<file path="src/core/metering_cfg_pkg.sv">
package metering_cfg_pkg;

    // Register offsets
    localparam logic [15:0] PHASE_SIGN_STATUS_ADDR = 16'he617;
    localparam logic [15:0] DATAPATH_CONFIG_ADDR   = 16'he618;
    localparam logic [15:0] MEASUREMENT_MODE_ADDR  = 16'he700;
    localparam logic [15:0] ACCUMULATION_MODE_ADDR = 16'he701;

    // Reset values
    localparam logic [15:0] DATAPATH_CONFIG_RST   = 16'h0000;
    localparam logic [7:0]  MEASUREMENT_MODE_RST  = 8'h1c;
    localparam logic [7:0]  ACCUMULATION_MODE_RST = 8'h00;

    // Implemented bit masks (writable, or readable for PHASE_SIGN_MASK); everything else except soft reset bit 7 is reserved
    localparam logic [15:0] DATAPATH_CONFIG_MASK   = 16'h3f79;
    localparam logic [7:0]  MEASUREMENT_MODE_MASK  = 8'h1f;
    localparam logic [7:0]  ACCUMULATION_MODE_MASK = 8'h3f;
    localparam logic [15:0] PHASE_SIGN_MASK        = 16'h01ff;

    // Datapath configuration fields
    localparam int INTEGRATOR_ON_BIT      = 0;
    localparam int CHANNEL_SWAP_BIT       = 3;
    localparam int VOLTAGE_ADC_GROUND_BIT = 4;
    localparam int CURRENT_ADC_GROUND_BIT = 5;
    localparam int CAPTURE_PORT_ON_BIT    = 6;
    localparam int SOFT_RESET_BIT         = 7;
    localparam int PHASE_A_PICK_LSB       = 8;
    localparam int PHASE_B_PICK_LSB       = 10;
    localparam int PHASE_C_PICK_LSB       = 12;

    // Measurement mode fields
    localparam int PERIOD_SOURCE_LSB = 0;
    localparam int PEAK_PICK_LSB     = 2;

    // Accumulation mode fields
    localparam int ACTIVE_ACCUM_LSB   = 0;
    localparam int REACTIVE_ACCUM_LSB = 2;
    localparam int CONNECTION_LSB     = 4;

    // Mode codes
    localparam logic [1:0] ACTIVE_ABSOLUTE    = 2'h3;
    localparam logic [1:0] REACTIVE_BY_ACTIVE = 2'h2;
    localparam logic [1:0] CONN_THREE_WIRE    = 2'h1;
    localparam logic [1:0] CODE_RESERVED      = 2'h3;

endpackage

</file>
<file path="src/core/metering_datapath_config.sv">
// Operation
// [RULE1] Bit 0 enables integrator on all phase and neutral currents.
// [RULE2] Swap bit 3 exchanges voltage and current channel outputs.
// [RULE3] Bit 4 forces voltage converter outputs to ground level.
// [RULE4] Bit 5 forces current converter outputs to ground level.
// [RULE5] Bit 6 routes capture clock to shared pin; clear routes third pulse.
// [RULE6] Writing 1 to bit 7 starts a software reset.
// [RULE7] Bits 9:8 pick voltage for phase A current; 11 acts as 00.
// [RULE8] Bits 11:10 pick voltage for phase B current; 11 acts as 00.
// [RULE9] Bits 13:12 pick voltage for phase C current; 11 acts as 00.
// [RULE10] Period source bits 1:0 pick period phase; 11 acts as 00.
// [RULE11] Peak pick bits 2..4 include phases A..C; all default set.
// [RULE12] Several picked phases shorten the peak window.
// [RULE13] Active mode 00 signed, 11 absolute; 01 and 10 act as 00.
// [RULE14] Reactive mode 00 signed; 01 and 11 act as 00.
// [RULE15] Reactive mode 10 flips reactive sign on negative active power.
// [RULE16] Connection bits 5:4 steer accumulator inputs; 00 is four-wire.
// [RULE17] Connection code 01 zeroes all phase B energy products.
// [RULE18] Reserved bits ignore writes, read zero, change nothing.
`timescale 1ns/1ps
module metering_datapath_config #(
    parameter int SW = 24,
    parameter int PW = 32
) (
    input  wire logic                 clk,
    input  wire logic                 rst,
    input  wire logic [15:0]          regAddr,
    input  wire logic                 regWrite,
    input  wire logic [15:0]          regWrData,
    output logic      [15:0]          regRdData,
    input  wire logic [8:0]           signFlags,
    output logic                      integratorOn,
    output logic                      softResetPulse,
    input  wire logic [2:0][SW-1:0]   voltAdc,
    input  wire logic [2:0][SW-1:0]   currAdc,
    output logic      [2:0][SW-1:0]   voltChan,
    output logic      [2:0][SW-1:0]   currChan,
    output logic      [2:0][SW-1:0]   pairedVolt,
    input  wire logic                 captureClock,
    input  wire logic                 thirdPulse,
    output logic                      sharedPin,
    output logic                      capturePortOn,
    input  wire logic [2:0]           zeroCross,
    output logic      [1:0]           periodPhase,
    output logic                      periodCross,
    output logic      [2:0]           peakPhases,
    input  wire logic [7:0]           peakCycles,
    output logic                      peakWindowEnd,
    input  wire logic [2:0][PW-1:0]   activePower,
    input  wire logic [2:0][PW-1:0]   reactivePower,
    input  wire logic [2:0][PW-1:0]   apparentPower,
    output logic      [2:0][PW-1:0]   activeTerm,
    output logic      [2:0][PW-1:0]   reactiveTerm,
    output logic      [2:0][PW-1:0]   apparentTerm,
    output logic      [1:0]           connectionSelect
);

    // ------------------------------------------------------------
    // Register file
    // ------------------------------------------------------------
    logic [15:0] config_q;
    logic [7:0]  measMode_q;
    logic [7:0]  accumulation_mode_q;
    logic        softReset_q;
    logic [15:0] rdData_q;

    wire hitConfig = regAddr == metering_cfg_pkg::DATAPATH_CONFIG_ADDR;
    wire hitMeas   = regAddr == metering_cfg_pkg::MEASUREMENT_MODE_ADDR;
    wire hitAcc    = regAddr == metering_cfg_pkg::ACCUMULATION_MODE_ADDR;
    wire hitSign   = regAddr == metering_cfg_pkg::PHASE_SIGN_STATUS_ADDR;
    wire wrConfig  = regWrite && hitConfig;
    wire wrMeas    = regWrite && hitMeas;
    wire wrAcc     = regWrite && hitAcc;
    wire resetReq  = wrConfig && regWrData[metering_cfg_pkg::SOFT_RESET_BIT];

    // Soft reset bit self-clears and never reads back set
    wire [15:0] configWr =
        regWrData & metering_cfg_pkg::DATAPATH_CONFIG_MASK; // RULE18

    always_ff @(posedge clk or posedge rst) begin
        if (rst) begin
            softReset_q <= 1'b0;
        end else begin
            softReset_q <= resetReq; // RULE6
        end
    end

    // Software reset returns the bank to defaults one cycle after the registered pulse, two cycles after request
    always_ff @(posedge clk or posedge rst) begin
        if (rst) begin
            config_q   <= metering_cfg_pkg::DATAPATH_CONFIG_RST;
            measMode_q <= metering_cfg_pkg::MEASUREMENT_MODE_RST;
            accumulation_mode_q  <= metering_cfg_pkg::ACCUMULATION_MODE_RST;
        end else if (softReset_q) begin
            config_q   <= metering_cfg_pkg::DATAPATH_CONFIG_RST; // RULE6
            measMode_q <= metering_cfg_pkg::MEASUREMENT_MODE_RST;
            accumulation_mode_q  <= metering_cfg_pkg::ACCUMULATION_MODE_RST;
        end else begin
            if (wrConfig && !resetReq) begin
                config_q <= configWr;
            end
            if (wrMeas) begin
                measMode_q <= regWrData[7:0]
                    & metering_cfg_pkg::MEASUREMENT_MODE_MASK; // RULE18
            end
            if (wrAcc) begin
                accumulation_mode_q <= regWrData[7:0]
                    & metering_cfg_pkg::ACCUMULATION_MODE_MASK; // RULE18
            end
        end
    end

    // Read data registered; unmapped addresses answer zero
    wire [15:0] rdMux =
        hitConfig ? config_q :
        hitMeas   ? {8'h00, measMode_q} :
        hitAcc    ? {8'h00, accumulation_mode_q} :
        hitSign   ? ({7'h00, signFlags} & metering_cfg_pkg::PHASE_SIGN_MASK) :
        16'h0000;

    always_ff @(posedge clk or posedge rst) begin
        if (rst) begin
            rdData_q <= 16'h0000;
        end else begin
            rdData_q <= rdMux;
        end
    end

    assign regRdData      = rdData_q;
    assign softResetPulse = softReset_q;

    // ------------------------------------------------------------
    // Field decode
    // ------------------------------------------------------------
    wire       swapOn  = config_q[metering_cfg_pkg::CHANNEL_SWAP_BIT];
    wire       vGround = config_q[metering_cfg_pkg::VOLTAGE_ADC_GROUND_BIT];
    wire       iGround = config_q[metering_cfg_pkg::CURRENT_ADC_GROUND_BIT];
    wire [1:0] pickA = config_q[metering_cfg_pkg::PHASE_A_PICK_LSB +: 2];
    wire [1:0] pickB = config_q[metering_cfg_pkg::PHASE_B_PICK_LSB +: 2];
    wire [1:0] pickC = config_q[metering_cfg_pkg::PHASE_C_PICK_LSB +: 2];
    wire [1:0] perSrc = measMode_q[metering_cfg_pkg::PERIOD_SOURCE_LSB +: 2];
    wire [1:0] actMode = accumulation_mode_q[metering_cfg_pkg::ACTIVE_ACCUM_LSB +: 2];
    wire [1:0] reaMode = accumulation_mode_q[metering_cfg_pkg::REACTIVE_ACCUM_LSB +: 2];
    wire [1:0] connection_select  = accumulation_mode_q[metering_cfg_pkg::CONNECTION_LSB +: 2];

    assign integratorOn =
        config_q[metering_cfg_pkg::INTEGRATOR_ON_BIT]; // RULE1
    assign capturePortOn =
        config_q[metering_cfg_pkg::CAPTURE_PORT_ON_BIT];
    // Pin mux stays combinational so the capture clock keeps its edges
    assign sharedPin = capturePortOn ? captureClock : thirdPulse; // RULE5
    assign peakPhases = measMode_q[metering_cfg_pkg::PEAK_PICK_LSB +: 3];
    assign connectionSelect = connection_select; // RULE16

    // Reserved pick code resolves to the phase's own voltage
    wire [1:0] pickAEff = (pickA == metering_cfg_pkg::CODE_RESERVED)
                        ? 2'h0 : pickA; // RULE7
    wire [1:0] pickBEff = (pickB == metering_cfg_pkg::CODE_RESERVED)
                        ? 2'h0 : pickB; // RULE8
    wire [1:0] pickCEff = (pickC == metering_cfg_pkg::CODE_RESERVED)
                        ? 2'h0 : pickC; // RULE9
    wire [1:0] perEff = (perSrc == metering_cfg_pkg::CODE_RESERVED)
                      ? 2'h0 : perSrc; // RULE10

    // Absolute phase index for each current: offsets rotate A->B->C
    function automatic logic [1:0] rotate(input logic [1:0] base,
                                          input logic [1:0] ofs);
        logic [2:0] sum;
        sum = {1'b0, base} + {1'b0, ofs};
        rotate = (sum > 3'h2) ? 2'(sum - 3'h3) : sum[1:0];
    endfunction

    wire [1:0] srcA = rotate(2'h0, pickAEff);
    wire [1:0] srcB = rotate(2'h1, pickBEff);
    wire [1:0] srcC = rotate(2'h2, pickCEff);

    // ------------------------------------------------------------
    // Sample path: ground, then swap, then pairing
    // ------------------------------------------------------------
    logic [2:0][SW-1:0] vGnd;
    logic [2:0][SW-1:0] iGnd;
    logic [2:0][SW-1:0] vSel;
    logic [2:0][SW-1:0] iSel;
    logic [2:0][SW-1:0] voltChan_q;
    logic [2:0][SW-1:0] currChan_q;
    logic [2:0][SW-1:0] paired_q;

    assign vGnd = vGround ? '0 : voltAdc; // RULE3
    assign iGnd = iGround ? '0 : currAdc; // RULE4
    assign vSel = swapOn ? iGnd : vGnd;   // RULE2
    assign iSel = swapOn ? vGnd : iGnd;   // RULE2

    always_ff @(posedge clk or posedge rst) begin
        if (rst) begin
            voltChan_q <= '0;
            currChan_q <= '0;
            paired_q   <= '0;
        end else begin
            voltChan_q <= vSel;
            currChan_q <= iSel;
            paired_q[0] <= vSel[srcA]; // RULE7
            paired_q[1] <= vSel[srcB]; // RULE8
            paired_q[2] <= vSel[srcC]; // RULE9
        end
    end
    assign voltChan   = voltChan_q;
    assign currChan   = currChan_q;
    assign pairedVolt = paired_q;

    // ------------------------------------------------------------
    // Period source and peak window
    // ------------------------------------------------------------
    assign periodPhase = perEff;
    assign periodCross = zeroCross[perEff]; // RULE10

    // Each picked phase's crossing advances the same count
    wire [2:0] peakHits = zeroCross & peakPhases; // RULE11
    wire [1:0] hitCount = 2'(peakHits[0]) + 2'(peakHits[1]) + 2'(peakHits[2]);
    logic [8:0] peakCnt_q;
    logic       peakEnd_q;
    wire  [8:0] peakSum = peakCnt_q + {7'h00, hitCount};
    wire        peakDone = (peakCycles != 8'h00)
                        && (peakSum >= {1'b0, peakCycles});

    always_ff @(posedge clk or posedge rst) begin
        if (rst) begin
            peakCnt_q <= 9'h000;
            peakEnd_q <= 1'b0;
        end else begin
            peakEnd_q <= peakDone; // RULE12
            peakCnt_q <= peakDone ? 9'h000 : peakSum; // RULE12
        end
    end
    assign peakWindowEnd = peakEnd_q;

    // ------------------------------------------------------------
    // Energy accumulator inputs
    // ------------------------------------------------------------
    logic [2:0][PW-1:0] actNext;
    logic [2:0][PW-1:0] reaNext;
    logic [2:0][PW-1:0] appNext;
    logic [2:0][PW-1:0] act_q;
    logic [2:0][PW-1:0] rea_q;
    logic [2:0][PW-1:0] app_q;

    // Absolute mode wraps on the most negative value
    always_comb begin
        for (int p = 0; p < 3; p++) begin
            actNext[p] = activePower[p];
            reaNext[p] = reactivePower[p];
            appNext[p] = apparentPower[p];
            if (actMode == metering_cfg_pkg::ACTIVE_ABSOLUTE
                && activePower[p][PW-1]) begin
                actNext[p] = -activePower[p]; // RULE13
            end
            if (reaMode == metering_cfg_pkg::REACTIVE_BY_ACTIVE
                && activePower[p][PW-1]) begin
                reaNext[p] = -reactivePower[p]; // RULE15
            end
        end
        if (connection_select == metering_cfg_pkg::CONN_THREE_WIRE) begin
            actNext[1] = '0; // RULE17
            reaNext[1] = '0;
            appNext[1] = '0;
        end
    end

    always_ff @(posedge clk or posedge rst) begin
        if (rst) begin
            act_q <= '0;
            rea_q <= '0;
            app_q <= '0;
        end else begin
            act_q <= actNext; // RULE13
            rea_q <= reaNext; // RULE14
            app_q <= appNext; // RULE16
        end
    end

    assign activeTerm   = act_q;
    assign reactiveTerm = rea_q;
    assign apparentTerm = app_q;

    // ------------------------------------------------------------
    // Assertions
    // ------------------------------------------------------------
    property p_soft_reset;
        @(posedge clk) disable iff (rst)
        resetReq |=> softResetPulse ##1
            (config_q == metering_cfg_pkg::DATAPATH_CONFIG_RST
             && measMode_q == metering_cfg_pkg::MEASUREMENT_MODE_RST);
    endproperty
    a_soft_reset: assert property (p_soft_reset) // RULE6
        else $error("soft reset did not restore defaults");

    property p_reserved_zero;
        @(posedge clk) disable iff (rst)
        (config_q[15:14] == 2'h0) && (config_q[2:1] == 2'h0)
        && (measMode_q[7:5] == 3'h0) && (accumulation_mode_q[7:6] == 2'h0);
    endproperty
    a_reserved_zero: assert property (p_reserved_zero) // RULE18
        else $error("reserved bit became set");

    property p_swap;
        @(posedge clk) disable iff (rst)
        (swapOn && !vGround && !iGround) |=> voltChan == $past(currAdc);
    endproperty
    a_swap: assert property (p_swap) // RULE2
        else $error("swap did not route current to voltage channel");

    property p_vground;
        @(posedge clk) disable iff (rst)
        (vGround && !swapOn) |=> voltChan == '0;
    endproperty
    a_vground: assert property (p_vground) // RULE3
        else $error("grounded voltage channel not zero");

    property p_iground;
        @(posedge clk) disable iff (rst)
        (iGround && !swapOn) |=> currChan == '0;
    endproperty
    a_iground: assert property (p_iground) // RULE4
        else $error("grounded current channel not zero");

    property p_pin_mux;
        @(posedge clk) disable iff (rst)
        sharedPin == (capturePortOn ? captureClock : thirdPulse);
    endproperty
    a_pin_mux: assert property (p_pin_mux) // RULE5
        else $error("shared pin carries wrong function");

    property p_pick_a;
        @(posedge clk) disable iff (rst)
        (pickA == 2'h3 || pickA == 2'h0) |=> pairedVolt[0] == $past(vSel[0]);
    endproperty
    a_pick_a: assert property (p_pick_a) // RULE7
        else $error("phase A current paired with wrong voltage");

    property p_period;
        @(posedge clk) disable iff (rst)
        (perSrc == 2'h3) |-> periodPhase == 2'h0;
    endproperty
    a_period: assert property (p_period) // RULE10
        else $error("reserved period source not treated as phase A");

    property p_three_wire;
        @(posedge clk) disable iff (rst)
        (connection_select == metering_cfg_pkg::CONN_THREE_WIRE) |=>
            ({activeTerm[1], reactiveTerm[1], apparentTerm[1]} == '0);
    endproperty
    a_three_wire: assert property (p_three_wire) // RULE17
        else $error("phase B product not zero in three-wire mode");

    property p_signed_active;
        @(posedge clk) disable iff (rst)
        (actMode != 2'h3) |=> activeTerm[0] == $past(activePower[0]);
    endproperty
    a_signed_active: assert property (p_signed_active) // RULE13
        else $error("signed active accumulation altered value");

    property p_reactive_flip;
        @(posedge clk) disable iff (rst)
        (reaMode == 2'h2 && activePower[2][PW-1]) |=>
            reactiveTerm[2] == -$past(reactivePower[2]);
    endproperty
    a_reactive_flip: assert property (p_reactive_flip) // RULE15
        else $error("reactive sign not reversed on negative active");
endmodule

</file>
<file path="config.mk">
export PLATFORM = sky130hd
export DESIGN_NAME = metering_datapath_config
export DESIGN_NICKNAME = d
export VERILOG_FILES = /design/src/core/metering_cfg_pkg.sv /design/src/core/metering_datapath_config.sv
export SDC_FILE = /design/constraint.sdc
export NUM_CORES = 1
export LEC_CHECK = 0
export BUFFER_PORTS_ARGS = -buffer_cell sky130_fd_sc_hd__buf_2
export CAP_MARGIN = 20
export CORE_AREA = 2 2 400 402
export CTS_BUF_LIST = sky130_fd_sc_hd__clkbuf_16
export CTS_CLUSTER_DIAMETER = 150
export CTS_CLUSTER_SIZE = 28
export DETAILED_ROUTE_END_ITERATION = 10
export DIE_AREA = 0 0 402 404
export PLACE_DENSITY = 0.34
export RECOVER_POWER = 100
export SYNTH_ARGS = -nofsm -noshare
export SYNTH_HDL_FRONTEND = slang
export SYNTH_SLANG_ARGS = --single-unit
</file>
<file path="constraint.sdc">
create_clock -name clk -period 15.03 [get_ports clk]
set_input_delay 0.7515 -clock clk [delete_from_list [all_inputs] [get_ports clk]]
set_output_delay 0.7515 -clock clk [all_outputs]
set_load 0.005 [all_outputs]
</file>
After elaboration in Yosys (flattened, before gate mapping)
Index checks and enable logic that the tools add are counted.
{"block": "totals", "inputBits": 489, "elab_cells": 116, "ff_bits": 563, "out_inout_bits": 533}
{"block": "classes", "add_sub_neg": 14, "n_reduce_logical": 17, "bitwise_logic": 1, "n_lt_le_gt_ge": 8, "muxes": 40, "n_eq_ne": 11}
{"cell": "$mux W32", "count": 9}
{"cell": "$mux W72", "count": 4}
{"cell": "$neg A32 Y32", "count": 6}
{"cell": "$bmux W24 S2", "count": 3}
{"cell": "$mux W24", "count": 3}
{"cell": "$eq A16 B16 Y1 const B", "count": 4}
{"cell": "$mux W16", "count": 3}
{"cell": "$mux W9", "count": 4}
{"cell": "$mux W8", "count": 4}
{"cell": "$mux W2", "count": 7}
{"cell": "$eq A2 B2 Y1 const B", "count": 6}
{"cell": "$logic_and A1 B1 Y1", "count": 12}
{"cell": "$lt A2 B3 Y1 const B", "count": 4}
{"cell": "$add A9 B2 Y9", "count": 1}
{"cell": "$ge A9 B8 Y1", "count": 1}
{"cell": "$reduce_bool A8 Y1", "count": 1}
{"cell": "$gt A3 B2 Y1 const B", "count": 2}
{"cell": "$reduce_bool A2 Y1", "count": 3}
{"cell": "$sub A2 B2 Y2 const B", "count": 3}
{"cell": "$add A1 B2 Y3 const A", "count": 1}
{"cell": "$add A2 B2 Y3 const A", "count": 1}
{"cell": "$and A3 B3 Y3", "count": 1}
{"cell": "$add A1 B1 Y2", "count": 1}
{"cell": "$add A2 B1 Y2", "count": 1}
{"cell": "5 further kinds", "count": 6}

Depth between registers and ports, before layout
Gate-level depths: netlist (run 1).
{"block": "logic_depth", "ltp_word": 7, "depth_mapped": 14, "depth_no_buf": 14}

Least setup slack after synthesis (run 1)
Ideal clock, no wire load.
{"block": "synth_path", "path_type": "input port to flip-flop", "start": "input port zeroCross[0]", "end": "register peakCnt_q[3]", "setup_ns": 0.075, "n_path_buf": 0, "arrival_time_ns": 3.710, "path_slack_ns": 11.245, "path_stages": 14, "path_cell_list": "and2_1 -> fa_1 -> ha_1 -> inv_1 -> fa_1 -> nor2b_1 -> nand2_1 -> xnor2_1 -> ha_1 -> a211oi_1 -> nor2_1 -> a2111oi_0 -> o22ai_1 -> nor2b_1"}
{"block": "synth_between", "elab_chain_len": 7}
{"item": "start: declaration", "line": "metering_datapath_config.sv:43", "rtl": "input wire logic [2:0] zeroCross,"}
{"item": "$and A3 B3 Y3", "line": "metering_datapath_config.sv:217", "rtl": "wire [2:0] peakHits = zeroCross & peakPhases;"}
{"item": "$add A1 B1 Y2", "line": "metering_datapath_config.sv:218", "rtl": "wire [1:0] hitCount = 2'(peakHits[0]) + 2'(peakHits[1]) + 2'(peakHits[2]);"}
{"item": "$add A2 B1 Y2", "line": "metering_datapath_config.sv:218"}
{"item": "$add A9 B2 Y9", "line": "metering_datapath_config.sv:221", "rtl": "wire [8:0] peakSum = peakCnt_q + {7'h00, hitCount};"}
{"item": "$ge A9 B8 Y1", "line": "metering_datapath_config.sv:223", "rtl": "&& (peakSum >= {1'b0, peakCycles});"}
{"item": "$logic_and A1 B1 Y1", "line": "metering_datapath_config.sv:223"}
{"item": "net peakDone", "line": "metering_datapath_config.sv:222", "rtl": "wire peakDone = (peakCycles != 8'h00)"}
{"item": "$mux W9", "line": "metering_datapath_config.sv:231", "rtl": "peakCnt_q <= peakDone ? 9'h000 : peakSum;"}
{"item": "end signal: assignment", "line": "metering_datapath_config.sv:231"}
{"item": "end: declaration", "line": "metering_datapath_config.sv:219", "rtl": "logic [8:0] peakCnt_q;"}
The timed path passes the listed nets, and every way through them passes these cells.
A chain may end at the register's enable or synchronous reset.

==> impl_summary.txt, run 1 <==
----------------------------------------------------
[Worst setup path]
  Crit Reg-Reg Startpoint ... config_q[5]$_DFFE_PP0P_
  Critical path's most frequent cell ... sky130_fd_sc_hd__clkbuf_1
  CP max-delay cell ... sky130_fd_sc_hd__clkbuf_1
  Crit path required time ... 15,770 ps
  Startpoint of the most critical setup path ... rst
  Delay of the slowest cell on the worst path ... 2570 ps
  Worst R2R Setup Slack ... 10,010 ps
  Critical Path Start Type ... primary input
  Startpoint-to-endpoint class of the critical path ... in2async
  Destination of the worst register-to-register timing path ... pairedVolt[67]$_DFF_PP0_
  R2R depth ... 7
  Worst path arrival time ... 7730 ps
  Crit. End Element ... asynchronous set/reset pin
  Critical path cell sequence ... dlygate4sd3_1 > clkbuf_1 > clkinvlp_2 > clkbuf_1 > clkbuf_1 > buf_4
  Maximum net fanout on the critical path ... 61

[Global route]
  Number of antenna violations at the first check in global routing ... 47
  First-pass GRT wire length ... 166,800 um
  GR Util All Layers ... 0.1449
  Vias in the first global route ... 20,260
  Pin count of the biggest net entering global routing ... 130
  Overflow left after global routing ... 0

[Synthesis]
  Netlist area before placement ... 23,870 um2
  EDFF count, synth ... 0
  Biggest area contributors in the synthesized netlist ... sky130_fd_sc_hd__dfrtp_1 57%, sky130_fd_sc_hd__mux2i_1 6.9%, sky130_fd_sc_hd__nand2b_1 3.5%
  Synth top cells by count ... 548 x sky130_fd_sc_hd__dfrtp_1, 165 x sky130_fd_sc_hd__mux2i_1, 143 x sky130_fd_sc_hd__nor2_1
  Share of the synthesized area in the top cell type ... 0.5745
  Post-Synthesis Cells ... 2,119
  Library cells used by synthesis ... 63
  Syn. warnings ... 0
  Post-synthesis cell type with the largest combined area ... sky130_fd_sc_hd__dfrtp_1
  Most common cell in the netlist ... sky130_fd_sc_hd__dfrtp_1
  Synthesized area divided by synthesized cell count ... 11.26 um2
  Async set or reset register ratio after synthesis ... 1.000
  Number of synthesized register bits ... 551
  Post-synth top flop ... sky130_fd_sc_hd__dfrtp_1
  Share of the yosys chip area belonging to registers ... 0.5778

[Clocking]
  Clock insertion delay at the later pin of the skew report ... 660 ps
  TritonCTS clock tree ... yes
  Htree depth ... 1
  Clock transition at path regs ... 120 ps
  TritonCTS buffer count ... 27
  Number of buffers between clock root and the deepest sink ... 3
  Root buffer cell ... sky130_fd_sc_hd__clkbuf_16
  Setup fix buffers added after clock tree synthesis ... 0
  Number of clock sinks ... 551

[STA]
  Measured slew at the worst slew-check pin ... 3937 ps
  Max-slew violation count ... 579
  Rel. slew slack ... -1.625
  Max Clock Freq ... 143.2 MHz
  Worst setup skew after layout ... 35.35 ps
  Accumulated negative setup slack ... 0 ps
  Unrepaired setup endpoints after global routing ... false
  Worst Hold Margin ... 165.0 ps
  Setup-violating endpoint count in the final report ... 0
  Min Tclk post-route ... 6983 ps
  Final Cycle Share ... 0.4646
  Final count of hold timing violations ... 0

[Die]
  Number of I/O pins ... 1,022
  Core region area ... 157,800 um2
  Initial Util ... 0.1512
  Vertical die dimension ... 404 um
  Placement row count ... 146
  Die area ... 162,400 um2
  Width of the die ... 402 um

[Power and ir drop]
  Power density cells ... 90.27 nW/um2
  Leakage power ... 13.89 nW
  Worst vdd ir ... 73.36 uV

[Min path]
  Number of stages on the worst hold path ... 1
  Launch point of the worst hold path ... apparentPower[13]
  Endpoint of the worst hold path ... apparentTerm[13]$_DFF_PP0_
  Classification of the worst-slack hold path ... in2reg

[Detailed routing]
  DR DRC count ... 0
  Total iterations of the first detailed-routing run ... 5
  Iteration-0 DRC count of the detailed router ... 1,200
  Via count of the routed design ... 19,800
  Total Routed Length ... 122,900 um
  Average vias per placed instance ... 3.810
  Average routed wire per standard cell ... 23.65 um
  Count of nets left with antenna violations after detail routing ... 0

[Place]
  Placed cell count ... 5,128
  IO buf count ... 1,017
  Final weighted congestion in routability-driven placement ... 0.8355
  Post-detail-place hpwl ... 98,040 um

[Finish]
  Count of filler cells inserted in the layout ... 17,680
  Area overhead of the layout relative to synthesis ... 32.62%
  Final standard cell count with taps included and fillers excluded ... 5,196
  Total Nets Final ... 3,596
  Share of cells above drive strength 1 ... 0.2121

[Outcome]
  Violations in the final reports ... capacitance limit, slew limit
  Status ... finished, violations left

[Job]
  Max_cap viols ... 10

----------------------------------------------------
cell families after synthesis:
logic type               count (synthesis)  share of synthesized area
adder cells (fa/ha/maj)                 20                    0.01111
XOR/XNOR                               171                    0.06275
multiplexers                           192                    0.08193
AND/OR/NAND/NOR                        640                     0.1472
flip-flops                             551                     0.5778
AO/OA/AOI/OAI                          347                    0.08633
other                                    1                  0.0001571
buffers and inverters                  197                    0.03266
layout make-up:
type,instances,area (um2),area share
antenna,22,55.05,0.001739
clock inverter,17,171.4,0.005415
tap,2072,2592,0.08190
sequential,551,13800,0.4360
multi-input combinational,1372,9286,0.2934
timing repair buffer,1062,4796,0.1515
clock buffer,27,675.6,0.02134
inverter,73,277.8,0.008775
per-stage QoR:
| stage | power (W) | area, um2 | util | setup slack (ps) |
|---|---|---|---|---|
| 6_report | 0.002858 | 31660 | 0.2006 | 8047 |
| 5_1_grt | 0.003003 | 31640 | 0.2004 | 6671 |
| 4_1_cts | 0.002949 | 32290 | 0.2046 | 11030 |
| 3_5_place_dp | 0.001966 | 31430 | 0.1991 | 10540 |
| 3_3_place_gp | 0.001968 | 31430 | 0.1991 | 10560 |
| 2_1_floorplan | 0.001719 | 23880 | - | 6783 |
power breakdown:
group,switching [W],internal (W)
sequential,0.0000216,0.00155
clock,0.000597,0.000349
combinational,0.000216,0.000124
total,0.000834,0.00202
state kept, by name, summed over array words and instances, names as in the netlist:
signal	flops
currChan	72
apparentTerm	96
pairedVolt	72
regRdData	14
peakCnt_q	9
config_q	11
measMode_q	5
softResetPulse	1
reactiveTerm	96
voltChan	72
activeTerm	96
peakWindowEnd	1
accumulation_mode_q	6
repair_timing:
item | 4_1_cts | 5_1_grt
setup endpoints to repair | 0 | 0
hold buffers | 1 | 0
hold endpoints to repair | 7 | 0
gates resized for setup | 0 | 0
cells in the final DEF (no fill, tap or decap), types with 23 or more instances in the layout:
cell	n
sky130_fd_sc_hd__nand2_1	88
sky130_fd_sc_hd__a31oi_1	23
sky130_fd_sc_hd__nor3_1	47
sky130_fd_sc_hd__and2_0	33
sky130_fd_sc_hd__mux2i_1	165
sky130_fd_sc_hd__or3_1	31
sky130_fd_sc_hd__o22ai_1	49
sky130_fd_sc_hd__nor4_1	28
sky130_fd_sc_hd__a21oi_1	81
sky130_fd_sc_hd__mux2_2	27
sky130_fd_sc_hd__nor2_1	143
sky130_fd_sc_hd__xnor2_1	88
sky130_fd_sc_hd__inv_1	77
sky130_fd_sc_hd__dfrtp_1	543
sky130_fd_sc_hd__o21a_1	26
sky130_fd_sc_hd__buf_2	553
sky130_fd_sc_hd__xor2_1	83
sky130_fd_sc_hd__nand3b_1	51
sky130_fd_sc_hd__nand2b_1	134
sky130_fd_sc_hd__o21ai_0	121
sky130_fd_sc_hd__clkbuf_16	27
sky130_fd_sc_hd__clkbuf_1	485
worst max-delay path, delay by kind of cell:
kind / cells / cell delay, ps
buf+inv: 6 / 6790
worst max path at each step:
stage / endpoint / slack (ps)
after floorplan: accumulation_mode_q[0]$_DFFE_PP0P_ / 6780
after global placement: peakCnt_q[7]$_DFF_PP0_ / 10560
after detailed placement: peakCnt_q[6]$_DFF_PP0_ / 10540
after CTS: peakCnt_q[4]$_DFF_PP0_ / 11030
after global routing: activeTerm[81]$_DFF_PP0_ / 6670
final: activeTerm[82]$_DFF_PP0_ / 8050
layer usage:
| metal | wire length (um) | part of all wire | global-route usage |
|---|---|---|---|
| met3 | 6991 | 0.057 | 0.03205 |
| met2 | 59680 | 0.49 | 0.2426 |
| met1 | 52980 | 0.43 | 0.1865 |
| met5 | 103 | 0.00084 | 0 |
| met4 | 3130 | 0.025 | 0.04109 |
No activity file was read; power rests on OpenSTA's default activity.
==> run 2, diff against run 1 <==
--- a/config.mk
+++ b/config.mk
@@ -7,12 +7,12 @@
 export LEC_CHECK = 0
 export BUFFER_PORTS_ARGS = -buffer_cell sky130_fd_sc_hd__buf_2
 export CAP_MARGIN = 20
-export CORE_AREA = 2 2 400 402
+export CORE_AREA = 2 2 395 397
 export CTS_BUF_LIST = sky130_fd_sc_hd__clkbuf_16
 export CTS_CLUSTER_DIAMETER = 150
 export CTS_CLUSTER_SIZE = 28
 export DETAILED_ROUTE_END_ITERATION = 10
-export DIE_AREA = 0 0 402 404
+export DIE_AREA = 0 0 397 399
 export PLACE_DENSITY = 0.34
 export RECOVER_POWER = 100
 export SYNTH_ARGS = -nofsm -noshare
==> constraint.sdc (replaced) <==
create_clock -name clk -period 7.1 [get_ports clk]
set_input_delay 0.355 -clock clk [delete_from_list [all_inputs] [get_ports clk]]
set_output_delay 0.355 -clock clk [all_outputs]
set_load 0.005 [all_outputs]
==> run 2 against run 1 <==
  * Critical endpoint is now pairedVolt[19]$_DFF_PP0_
  * Via count is 9.7% higher
  * Largest power group unchanged
  * Highest routed layer unchanged
  * Sequential power is 110% higher
  * The flow still finishes with violations (capacitance limit, slew limit)
  * Design area grew 14%
==> impl_summary.txt, run 2 (synthesis results as in run 1) <==
----------------------------------------------------
[Outcome]
  Status ... finished, violations left
  Violations in the final reports ... capacitance limit, slew limit

[Worst setup path]
  Crit Reg-Reg Startpoint ... config_q[3]$_DFFE_PP0P_
  Crit. End Element ... flop
  Critical Path Start Type ... flop
  R2R depth ... 6 (-1)
  Crit path capture ... pairedVolt[19]$_DFF_PP0_
  Worst path arrival time ... 5860 ps (-1870 ps)
  Worst R2R Setup Slack ... 1820 ps (-8190 ps)
  Startpoint-to-endpoint class of the critical path ... reg2reg
  Crit path required time ... 7690 ps (-8080 ps)
  Destination of the worst register-to-register timing path ... pairedVolt[19]$_DFF_PP0_
  Maximum net fanout on the critical path ... 75 (+23%)
  Startpoint of the most critical setup path ... config_q[3]$_DFFE_PP0P_

[Clocking]
  Root buffer cell ... sky130_fd_sc_hd__clkbuf_16
  # hold bufs at CTS ... 447 (+446)
  Htree depth ... 1 (unchanged)
  Number of clock sinks ... 551 (unchanged)
  Clock transition at path regs ... 120 ps (about the same)
  TritonCTS clock tree ... yes
  Clock insertion delay at the later pin of the skew report ... 670 ps (about the same)
  TritonCTS buffer count ... 28 (+3.7%)
  Quantity of gates resized following cts ... 0 (unchanged)
  Setup fix buffers added after clock tree synthesis ... 0 (unchanged)
  Number of buffers between clock root and the deepest sink ... 3 (unchanged)

[Finish]
  Commonest non-fill, non-tap cells in the layout ... 544 x sky130_fd_sc_hd__dfrtp_1, 535 x sky130_fd_sc_hd__buf_2, 494 x sky130_fd_sc_hd__clkbuf_1
  Leading cell type in the layout, fill and taps excluded ... sky130_fd_sc_hd__dfrtp_1
  Count of filler cells inserted in the layout ... 16,940 (-4.2%)
  Share of cells above drive strength 1 ... 0.1826 (-0.02951)
  Total Nets Final ... 4,040 (+12%)
  Final Cell Area ... 36,150 um2 (+14%)
  Final design utilization ... 0.2352 (+0.03465)
  Area overhead of the layout relative to synthesis ... 51.45%
  Final standard cell count with taps included and fillers excluded ... 5,606 (+7.9%)

[Power and ir drop]
  Total net switching power ... 0.001824 W (+120%)
  Pint ... 0.004493 W (+120%)
  Power density cells ... 174.7 nW/um2 (+94%)
  Sequential cell fraction of total power ... 0.527 (-0.023)
  Combinational share of power ... 0.148 (+0.029)
  Leakage power ... 15.74 nW (+13%)
  Clock power share ... 0.325 (-0.006)
  Switch share ... 0.2888 (-0.003180)
  Worst vdd ir ... 172.2 uV (+130%)

[Detailed routing]
  Total iterations of the first detailed-routing run ... 4 (-1)
  Via count of the routed design ... 21,710 (+9.7%)
  Average vias per placed instance ... 3.873 (+1.6%)
  DR DRC count ... 0 (unchanged)
  Iteration-0 DRC count of the detailed router ... 1,180 (-1.7%)
  Total Routed Length ... 126,100 um (+2.7%)
  Count of nets left with antenna violations after detail routing ... 0 (unchanged)
  Average routed wire per standard cell ... 22.50 um (-4.9%)

[STA]
  Worst setup skew after layout ... 41.80 ps (+6.452 ps)
  Setup-violating endpoint count in the final report ... 0 (unchanged)
  Rel. slew slack ... -1.344 (+0.2811)
  Measured slew at the worst slew-check pin ... 3515 ps (-421.6 ps)
  Worst Hold Margin ... 64.26 ps (-100.7 ps)
  Unrepaired setup endpoints after global routing ... false
  Max-slew violation count ... 462 (-20%)
  Min Tclk post-route ... 5276 ps
  Max Clock Freq ... 189.5 MHz
  Final count of hold timing violations ... 0 (unchanged)
  Final Cycle Share ... 0.7431

[Die]
  Width of the die ... 397 um (-1.2%)
  Placement row count ... 144 (-1.4%)
  Vertical die dimension ... 399 um (-1.2%)
  Number of I/O pins ... 1,022 (unchanged)
  Initial Util ... 0.1553 (+0.004078)
  Core region area ... 153,700 um2 (-2.6%)
  Die area ... 158,400 um2 (-2.5%)

[Global route]
  Vias in the first global route ... 22,170 (+9.4%)
  First-pass GRT wire length ... 171,700 um (+2.9%)
  Pin count of the biggest net entering global routing ... 151 (+16%)
  GR Util All Layers ... 0.1509 (+0.005965)
  Overflow left after global routing ... 0 (unchanged)
  Number of antenna violations at the first check in global routing ... 32 (-32%)

[Place]
  IO buf count ... 1,017 (unchanged)
  Final weighted congestion in routability-driven placement ... 0.8358 (about the same)
  Placed cell count ... 5,096 (-0.62%)
  Post-detail-place hpwl ... 98,930 um (+0.91%)
  Dpl cell area ... 31,440 um2 (about the same)

[Min path]
  Number of stages on the worst hold path ... 3 (+2)
  Classification of the worst-slack hold path ... in2reg

[Job]
  Max_cap viols ... 8 (-2)

----------------------------------------------------
run 2: cell count changes in the layout (fill, tap and decap cells not counted), sizes merged:
cell / before / now
dlygate4sd3: 1 / 447
buf: 576 / 559
clkbuf: 512 / 528
inv: 85 / 77
clkinv: 2 / 8
diode: 22 / 19
clkinvlp: 3 / 1
run 2: layer usage:
layer / share of wire / GRT usage / routed length (um)
met1: 0.42 / 0.1908 / 53410
met2: 0.48 / 0.2504 / 61040
met3: 0.062 / 0.03718 / 7800
met4: 0.030 / 0.05031 / 3803
met5: 0.00067 / 0 / 85
run 2: per-stage QoR:
stage,power [W],setup slack [ps],setup TNS [ps]
after floorplan,0.003638,-750.4,-411210
after global placement,0.004170,2917,0
after detailed placement,0.004168,3075,0
after CTS,0.006511,3125,0
after global routing,0.006631,1395,0
final,0.006317,1824,0
run 2: cell type report:
class                      count  area, um2  share of cell area
sequential                   551      13800              0.3817
multi-input combinational   1372       9286              0.2569
timing repair buffer        1505       9265              0.2563
tap                         2044       2557             0.07075
clock buffer                  29      725.7             0.02007
inverter                      73      277.8            0.007684
clock inverter                13      192.7            0.005330
antenna                       19      47.55            0.001315
run 2: worst min path at each step:
stage | start | end | slack, ps
floorplan | activePower[0] | activeTerm[0]$_DFF_PP0_ | 390
global placement | rst | activeTerm[45]$_DFF_PP0_ | 450
detailed placement | rst | activeTerm[45]$_DFF_PP0_ | 440
CTS | activePower[8] | activeTerm[8]$_DFF_PP0_ | 1
global route | currAdc[43] | currChan[43]$_DFF_PP0_ | 30
finish | currAdc[43] | currChan[43]$_DFF_PP0_ | 60
run 2: worst max-delay path, stage by stage, from the launching register on:
cell and delay (ps):
sky130_fd_sc_hd__dfrtp_1 1660, sky130_fd_sc_hd__inv_4 580, sky130_fd_sc_hd__clkbuf_2 1180, sky130_fd_sc_hd__mux2i_1 1120, sky130_fd_sc_hd__mux2_2 280, sky130_fd_sc_hd__nand2_1 50, sky130_fd_sc_hd__o21ai_0 100
run 2: power groups by stage:
| stage | sequential (W) | combinational (W) | clock [W] |
|---|---|---|---|
| after global routing | 0.00334 | 0.00102 | 0.00227 |
| final | 0.00333 | 0.000934 | 0.00206 |
| after CTS | 0.00332 | 0.000997 | 0.00219 |
| after detailed placement | 0.00338 | 0.000783 | 0 |
| after floorplan | 0.00341 | 0.000228 | 0 |
| after global placement | 0.00338 | 0.000786 | 0 |
